===== config.mk =====
export PLATFORM = sky130hd
export DESIGN_NAME = bsio_unit
export DESIGN_NICKNAME = d
export VERILOG_FILES = /design/src/shared/bsio_pkg.sv /design/src/rtl/bsio_unit.sv /design/src/rtl/bsio_sync.sv
export SDC_FILE = /design/constraint.sdc
export NUM_CORES = 1
export LEC_CHECK = 0
export ABC_AREA = 1
export BUFFER_PORTS_ARGS = -buffer_cell sky130_fd_sc_hd__buf_4
export CAP_MARGIN = 15
export CORE_ASPECT_RATIO = 0.7
export CORE_MARGIN = 3
export CORE_UTILIZATION = 60
export CTS_CLUSTER_SIZE = 40
export DETAILED_ROUTE_END_ITERATION = 16
export PLACE_DENSITY = 0.86
export SLEW_MARGIN = 30
export SYNTH_ARGS = -nofsm -noshare
export SYNTH_HDL_FRONTEND = slang
export SYNTH_SLANG_ARGS = --single-unit

===== constraint.sdc =====
create_clock -name mclk -period 3.2 [get_ports mclk]
set_input_delay 0.64 -clock mclk [delete_from_list [all_inputs] [get_ports mclk]]
set_output_delay 0.64 -clock mclk [all_outputs]
set_load 0.02 [all_outputs]

===== src/shared/bsio_pkg.sv =====
// What this block does
// Single-bit address is base bits 3-14 plus the sign-extended 8-bit displacement.
// Address appears on lines A3-A14; lines A0, A1, A2 stay at zero.
// Base register bits 0, 1, 2 and 15 never reach the address.
// Multibit transfers start at the hardware base address with no displacement.
// Address is valid from phase two and holds for eight phases.
// Output strobe rises at the following phase two, high for two phases.
// Input transfers sample the serial input between phase four and phase one.
// Multibit transfers step the address by one per bit until done.
// Multibit load sends 1 to 16 bits out on the serial output.
// Multibit store gathers 1 to 16 input bits into one word.
// Counts 1-8 use the left byte, starting at bit 7, then bit 6.
// Store zeroes unused bits; byte-length store keeps the right byte.
// Set-one drives a one on the serial output at base plus displacement.
// Set-zero drives a zero on the serial output at base plus displacement.
// Test-bit samples the serial input into the equal status flag.
// Software steps to the next 16-bit block by adding 0020 hex to base.
// Displacement is signed, -128 to +127, before the addition.
// Peripherals drive input bits without any strobe.
// Counts 9-16 use the whole word, starting at bit 15.
package bsio_pkg;

  // ****************************************
  // Timing, counted in clock phases
  // ****************************************
  localparam logic [2:0] BSIO_SLOT_LAST_PHASE = 3'h7;
  localparam logic [2:0] BSIO_STROBE_ON_PHASE = 3'h3;
  localparam logic [2:0] BSIO_STROBE_OFF_PHASE = 3'h5;
  localparam logic [2:0] BSIO_SAMPLE_PHASE = 3'h7;

  // ****************************************
  // Field positions and reset values
  // ****************************************
  localparam int BSIO_BASE_LSB = 1;
  localparam int BSIO_BASE_MSB = 12;
  localparam logic [3:0] BSIO_BYTE_MAX_COUNT = 4'h8;
  localparam logic [4:0] BSIO_BYTE_FIRST_BIT = 5'h08;
  localparam logic [4:0] BSIO_FULL_LAST_BIT = 5'h0F;
  localparam logic [2:0] BSIO_ADDR_HIGH_ZERO = 3'h0;
  localparam logic [14:0] BSIO_ADDR_RESET = 15'h0000;
  localparam logic [15:0] BSIO_WORD_RESET = 16'h0000;

  // ****************************************
  // Types
  // ****************************************
  typedef enum logic [2:0] {
    multibit_load_op,
    multibit_store_op,
    set_one_op,
    set_zero_op,
    test_bit_op
  } bsio_op_t;

  typedef struct packed {
    bsio_op_t op;
    logic [15:0] io_base_register;
    logic [7:0] disp;
    logic [3:0] count;
    logic [15:0] load_word;
    logic [15:0] dest_word;
  } bsio_cmd_t;

  typedef struct packed {
    logic [15:0] word;
    logic equal_status_flag;
  } bsio_result_t;

  // Bit k of a transfer in vector order (word bit n, counted from the MSB, is vector bit 15-n)
  function automatic logic [3:0] bsio_bit_index(input logic byte_mode, input logic [4:0] k);
    logic [4:0] idx;
    idx = byte_mode ? (BSIO_BYTE_FIRST_BIT + k) : k;
    return idx[3:0];
  endfunction

endpackage


===== src/rtl/bsio_unit.sv =====
`timescale 1ns/10ps
module bsio_unit (
  input wire logic mclk,
  input wire logic rst_b,
  input wire logic cmd_valid,
  input wire bsio_pkg::bsio_cmd_t cmd,
  input wire logic serial_input_line,
  output logic cmd_ready,
  output logic busy,
  output logic [14:0] io_addr,
  output logic serial_output_line,
  output logic output_bit_strobe,
  output logic done,
  output bsio_pkg::bsio_result_t result
);

  typedef enum logic {
    ST_IDLE,
    ST_SLOT
  } bsio_state_t;

  bsio_state_t state;
  bsio_pkg::bsio_op_t op_q;
  logic [2:0] phase;
  logic [4:0] bit_k;
  logic [4:0] last_k;
  logic byte_mode;
  logic [15:0] word_q;
  logic [15:0] collect;
  logic sin_s;

  logic accept;
  logic slot_end;
  logic last_bit;
  logic is_output_op;
  logic is_single_op;
  logic next_byte_mode;
  logic [4:0] next_last_k;
  logic [11:0] hw_base;
  logic [11:0] disp_ext;
  logic [15:0] next_collect;
  logic [4:0] next_k;

  // ****************************************
  // Input synchroniser
  // ****************************************
  // Peripherals give no strobe on input, so the line is treated as asynchronous
  bsio_sync #(
    .WIDTH(1)
  ) u_sync (
    .mclk(mclk),
    .rst_b(rst_b),
    .async_in(serial_input_line),
    .sync_out(sin_s)
  );

  // ****************************************
  // Decode
  // ****************************************
  // A request while busy is simply not taken; nothing queues
  assign accept = (state == ST_IDLE) && cmd_valid;
  assign slot_end = (state == ST_SLOT) && (phase == bsio_pkg::BSIO_SLOT_LAST_PHASE);
  assign last_bit = (bit_k == last_k);
  assign next_k = bit_k + 5'h01;
  // Ops that put data on the serial output and want the strobe
  assign is_output_op = (op_q == bsio_pkg::multibit_load_op) ||
                        (op_q == bsio_pkg::set_one_op) ||
                        (op_q == bsio_pkg::set_zero_op);
  assign is_single_op = (cmd.op == bsio_pkg::set_one_op) ||
                        (cmd.op == bsio_pkg::set_zero_op) ||
                        (cmd.op == bsio_pkg::test_bit_op);
  // Bits 0-2 and 15 of the base register are simply not selected
  assign hw_base = cmd.io_base_register[bsio_pkg::BSIO_BASE_MSB:bsio_pkg::BSIO_BASE_LSB];
  assign disp_ext = {{4{cmd.disp[7]}}, cmd.disp};
  // A count of zero stands for sixteen bits
  assign next_byte_mode = (cmd.count != 4'h0) && (cmd.count <= bsio_pkg::BSIO_BYTE_MAX_COUNT);
  assign next_last_k = (cmd.count == 4'h0) ? bsio_pkg::BSIO_FULL_LAST_BIT :
                       {1'b0, cmd.count - 4'h1};

  // Bit that the current slot captures, placed at its word position
  always_comb begin
    next_collect = collect;
    next_collect[bsio_pkg::bsio_bit_index(byte_mode, bit_k)] = sin_s;
  end

  // ****************************************
  // Sequencer
  // ****************************************
  always_ff @(posedge mclk) begin
    if (!rst_b) begin
      state <= ST_IDLE;
      phase <= 3'h0;
      cmd_ready <= 1'b1;
      busy <= 1'b0;
    end else begin
      unique case (state)
        ST_IDLE: begin
          if (cmd_valid) begin
            state <= ST_SLOT;
            phase <= 3'h0;
            cmd_ready <= 1'b0;
            busy <= 1'b1;
          end
        end
        ST_SLOT: begin
          // Each bit slot is two clock cycles of four phases
          if (phase == bsio_pkg::BSIO_SLOT_LAST_PHASE) begin
            phase <= 3'h0;
            if (last_bit) begin
              state <= ST_IDLE;
              cmd_ready <= 1'b1;
              busy <= 1'b0;
            end
          end else begin
            phase <= phase + 3'h1;
          end
        end
      endcase
    end
  end

  // ****************************************
  // Address lines
  // ****************************************
  always_ff @(posedge mclk) begin
    if (!rst_b) begin
      io_addr <= bsio_pkg::BSIO_ADDR_RESET;
    end else if (accept) begin
      if (is_single_op) begin
        io_addr <= {bsio_pkg::BSIO_ADDR_HIGH_ZERO, hw_base + disp_ext};
      end else begin
        io_addr <= {bsio_pkg::BSIO_ADDR_HIGH_ZERO, hw_base};
      end
    end else if (slot_end && !last_bit) begin
      // Held through the whole slot, stepped only at its end
      // Twelve-bit adder wraps at the top of the bit space
      io_addr <= {bsio_pkg::BSIO_ADDR_HIGH_ZERO, io_addr[11:0] + 12'h001};
    end
  end

  // ****************************************
  // Transfer bookkeeping
  // ****************************************
  always_ff @(posedge mclk) begin
    if (!rst_b) begin
      op_q <= bsio_pkg::multibit_load_op;
      bit_k <= 5'h00;
      last_k <= 5'h00;
      byte_mode <= 1'b0;
      word_q <= bsio_pkg::BSIO_WORD_RESET;
      collect <= bsio_pkg::BSIO_WORD_RESET;
    end else if (accept) begin
      op_q <= cmd.op;
      bit_k <= 5'h00;
      last_k <= is_single_op ? 5'h00 : next_last_k;
      byte_mode <= next_byte_mode;
      word_q <= cmd.load_word;
      // Unused bits start at zero; a byte transfer keeps the right byte
      collect <= next_byte_mode ? {8'h00, cmd.dest_word[7:0]} : 16'h0000;
    end else if (slot_end) begin
      // Also steps past the last bit; harmless, reloaded on the next accept
      bit_k <= next_k;
      if (op_q == bsio_pkg::multibit_store_op) begin
        collect <= next_collect;
      end
    end
  end

  // ****************************************
  // Serial output and strobe
  // ****************************************
  // Level holds after the op ends, so a set op leaves its value on the line
  always_ff @(posedge mclk) begin
    if (!rst_b) begin
      serial_output_line <= 1'b0;
    end else if (accept) begin
      unique case (cmd.op)
        bsio_pkg::multibit_load_op: begin
          serial_output_line <=
            cmd.load_word[bsio_pkg::bsio_bit_index(next_byte_mode, 5'h00)];
        end
        bsio_pkg::set_one_op: serial_output_line <= 1'b1;
        bsio_pkg::set_zero_op: serial_output_line <= 1'b0;
        default: serial_output_line <= 1'b0;
      endcase
    end else if (slot_end && !last_bit && (op_q == bsio_pkg::multibit_load_op)) begin
      serial_output_line <= word_q[bsio_pkg::bsio_bit_index(byte_mode, next_k)];
    end
  end

  // Strobe runs only for output ops so input devices never see a write pulse
  always_ff @(posedge mclk) begin
    if (!rst_b) begin
      output_bit_strobe <= 1'b0;
    end else if ((state == ST_SLOT) && is_output_op &&
                 (phase == bsio_pkg::BSIO_STROBE_ON_PHASE)) begin
      output_bit_strobe <= 1'b1;
    end else if (phase == bsio_pkg::BSIO_STROBE_OFF_PHASE) begin
      output_bit_strobe <= 1'b0;
    end
  end

  // ****************************************
  // Completion and results
  // ****************************************
  // Sampling on the slot's last phase lands between phase four and the next phase one
  // Flag holds between test ops; only a test op can move it
  always_ff @(posedge mclk) begin
    if (!rst_b) begin
      done <= 1'b0;
      result <= '0;
    end else begin
      done <= slot_end && last_bit;
      if (slot_end && last_bit && (op_q == bsio_pkg::multibit_store_op)) begin
        result.word <= next_collect;
      end
      if ((phase == bsio_pkg::BSIO_SAMPLE_PHASE) && (state == ST_SLOT) &&
          (op_q == bsio_pkg::test_bit_op)) begin
        result.equal_status_flag <= sin_s;
      end
    end
  end

endmodule


===== src/rtl/bsio_sync.sv =====
`timescale 1ns/10ps
module bsio_sync #(
  parameter int WIDTH = 1
) (
  input wire logic mclk,
  input wire logic rst_b,
  input wire logic [WIDTH-1:0] async_in,
  output logic [WIDTH-1:0] sync_out
);

  logic [WIDTH-1:0] stage1;

  // ****************************************
  // Two-flop synchroniser
  // ****************************************
  // Only the second flop reads stage1
  always_ff @(posedge mclk) begin
    if (!rst_b) begin
      stage1 <= '0;
      sync_out <= '0;
    end else begin
      stage1 <= async_in;
      sync_out <= stage1;
    end
  end

endmodule


==> summary.md <==
| Metric | Value |
|---|---|
| Row count | `27` |
| Fillers | `639` |
| Ys async rst share | `0` |
| Hold WC Path Type | `flip-flop to flip-flop` |
| Syn. warnings | `0` |
| Post-synth EDFFs | `0` |
| Routed WL per cell | `15.1 um` |
| Vias in the first global route | `between 4000 and 5000` |
| Crit path required time | `approximately 3400 ps` |
| Slew Viols, Final | `0` |
| Nets@finish | `884` |
| Crit Path Class | `flip-flop to flip-flop` |
| Layout Skew | `7.66 ps` |
| Reg clk slew, reported paths | `60 ps` |
| Placer Congestion | `0.895` |
| Later-pin clock latency in the skew report | `350 ps` |
| DRC violations left | `0` |
| Pleak | `2.78 nW` |
| Pre-Repair DR Iteration Count | `6` |
| Clk buf depth | `2` |
| Critical path arrival | `2310 ps` |
| Fin area | `5900 um^2` |
| Ports | `approximately 100` |
| Die ar. | `9450 um^2` |
| Most common cell after layout, fill and taps aside | `nand2_1` |
| Core area | `7970 um^2` |
| Syn Inst Count | `718` |
| Post-DP HPWL | `10.0 mm` |
| Initial antenna violation count | `0` |
| P_int | `roughly 1.8 mW` |
| Area growth, synth to finish | `18.5%` |
| Placed Cells | `885` |
| Total net switching power | `0.732 mW` |
| GR Overflow Total | `0` |
| WL final | `13.6 mm` |
| Comb pwr share | `0.175` |
| CTS tree | `yes` |
| CTS Buf Count | `9` |
| CTS H-tree lvls | `3` |
| CTS Hold Bufs | `0` |
| Min Clock Period, post-route | `a little over 2000 ps` |
| Rel. slew slack | `0.507` |
| Fmax | `0.483 GHz` |
| Setup tns final | `0 ps` |
| Initial DRC count | `505` |
| IO Port Bufs | `roughly 90` |
| Yosys reg bits | `85` |
| Placed Area | `approximately 5600 um^2` |
| RSZ-0062 raised after global routing | `false` |
| Measured slew at the worst slew-check pin | `between 700 and 800 ps` |
| Largest fanout on the critical path | `25` |
| Sink Count | `85` |
| Detail Route Antenna Nets | `0` |
| Syn Area/Cell | `slightly below 7 um^2` |
| Status | `complete, no violations` |
| Clock power share | `0.382` |
| Global Route Usage Sum | `0.284` |
| Largest net degree at the start of global routing | `43` |
| Die extent in y | `82.2 um` |
| First-pass GRT wire length | `21.4 mm` |
| Die W | `115 um` |
| Max Cap Viol | `0` |
| Mapped Area | `4980 um^2` |
| Final non-filler cell total | `901` |
| Sequential Power Share | `0.443` |
| VDD IR max | `~0.36 mV` |
| Power Density | `437 nW/um^2` |
| Fraction of layout cells with a size suffix above 1 | `0.174` |
| Commonest non-fill, non-tap cells in the layout | `nand2_1 (151), buf_4 (90), inv_1 (89)` |
| Endpoints failing setup | `0` |
| Critical Path Sink Type | `flip-flop` |
| CTS Root Cell | `clkbuf_16` |
| Sw Share | `0.284` |
| Antenna Cells | `0` |
| Starting Density | `0.625` |
| Fin crit share | `0.647` |
| Seq/Total Area, Yosys | `0.342` |
| Vias per cell | `~5.8` |
| Critical Path Start Type | `flip-flop` |
| Post-CTS sizing | `0` |
| Post-synthesis cell type count | `44` |
| Top FF cell, synth | `dfxtp_1` |
| Final hold vios | `0` |
| Post-CTS setup buffers | `0` |
| Via count | `5240` |
-- per-layer routing --
metal,vias up,wire length (um),GRT usage
li1,2526,-,-
met1,2414,5940,0.377
met2,267,6180,0.459
met3,33,1190,0.0641
met4,0,248,0.0985
met5,-,0,0
-- cells by family after synthesis --
family | Yosys count | share of synthesized area
adder cells (fa/ha/maj) | 22 | 0.0568
flip-flops | 85 | 0.342
buffers and inverters | 126 | 0.110
other | 1 | 0.000753
AND/OR/NAND/NOR | 278 | 0.252
AO/OA/AOI/OAI | 194 | 0.218
XOR/XNOR | 12 | 0.0211
-- metrics by stage --
stage          power (mW)  setup slack (ps)  hold slack [ps]  utilization
4_1_cts              2.58              1170              422        0.740
3_3_place_gp         1.59               979              396        0.705
3_5_place_dp         1.60               891              413        0.705
6_report             2.58              1130              424        0.740
2_1_floorplan        1.46              1230              390            -
5_1_grt              2.67               912              463        0.740
-- cell type report --
class	instances	area [um^2]	share of cell area
Clock buffer	13	260	0.0441
Multi-Input combinational cell	509	2740	0.464
Inverter	100	383	0.0649
Clock inverter	3	20.0	0.00339
Timing Repair Buffer	90	676	0.114
Tap cell	101	126	0.0214
Sequential cell	85	1700	0.288
-- Yosys cell counts, drive strengths merged (9+ instances only) --
master	n	area, um^2
nand2	163	667
dfxtp	85	1700
o21ai	88	440
nand3	36	198
nor2	58	262
o211ai	15	113
clkbuf	9	33.8
a21oi	65	325
buf	17	133
ha	21	263
inv	99	379
-- power by group through the flow --
stage,sequential [mW],combinational (mW),clock [mW]
2_1_floorplan,1.17,0.286,0
3_3_place_gp,1.16,0.425,0
3_5_place_dp,1.16,0.442,0
4_1_cts,1.14,0.444,0.991
5_1_grt,1.15,0.499,1.03
6_report,1.14,0.452,0.987
-- sequential cells by signal, indices dropped and copies added (netlist names), 3 cells and up --
register  count
result       17
io_addr      12
bit_k         5
collect      16
last_k        4
word_q       16
phase         3
op_q          3
-- final timing paths --
check	start	to	slack (ps)	depth (start not counted)
worst max-delay path	phase[0]$_SDFFE_PN0P_	result[14]$_SDFFE_PN0P_	1130	9
worst min-delay path	u_sync.stage1$_SDFF_PN0_	u_sync.sync_out$_SDFF_PN0_	420	2
worst max register to register	phase[0]$_SDFFE_PN0P_	result[14]$_SDFFE_PN0P_	1130	9
worst min register to register	u_sync.stage1$_SDFF_PN0_	u_sync.sync_out$_SDFF_PN0_	420	2
-- critical path: stages (launching register included) --
cell	delay [ps]
dfxtp_1	390
ha_1	200
ha_1	240
nand2_4	130
inv_4	150
nand2_4	100
nor2_8	330
inv_2	140
o21ai_0	210
nor2_1	60
Note: power is estimated with default switching activity, not from simulation.
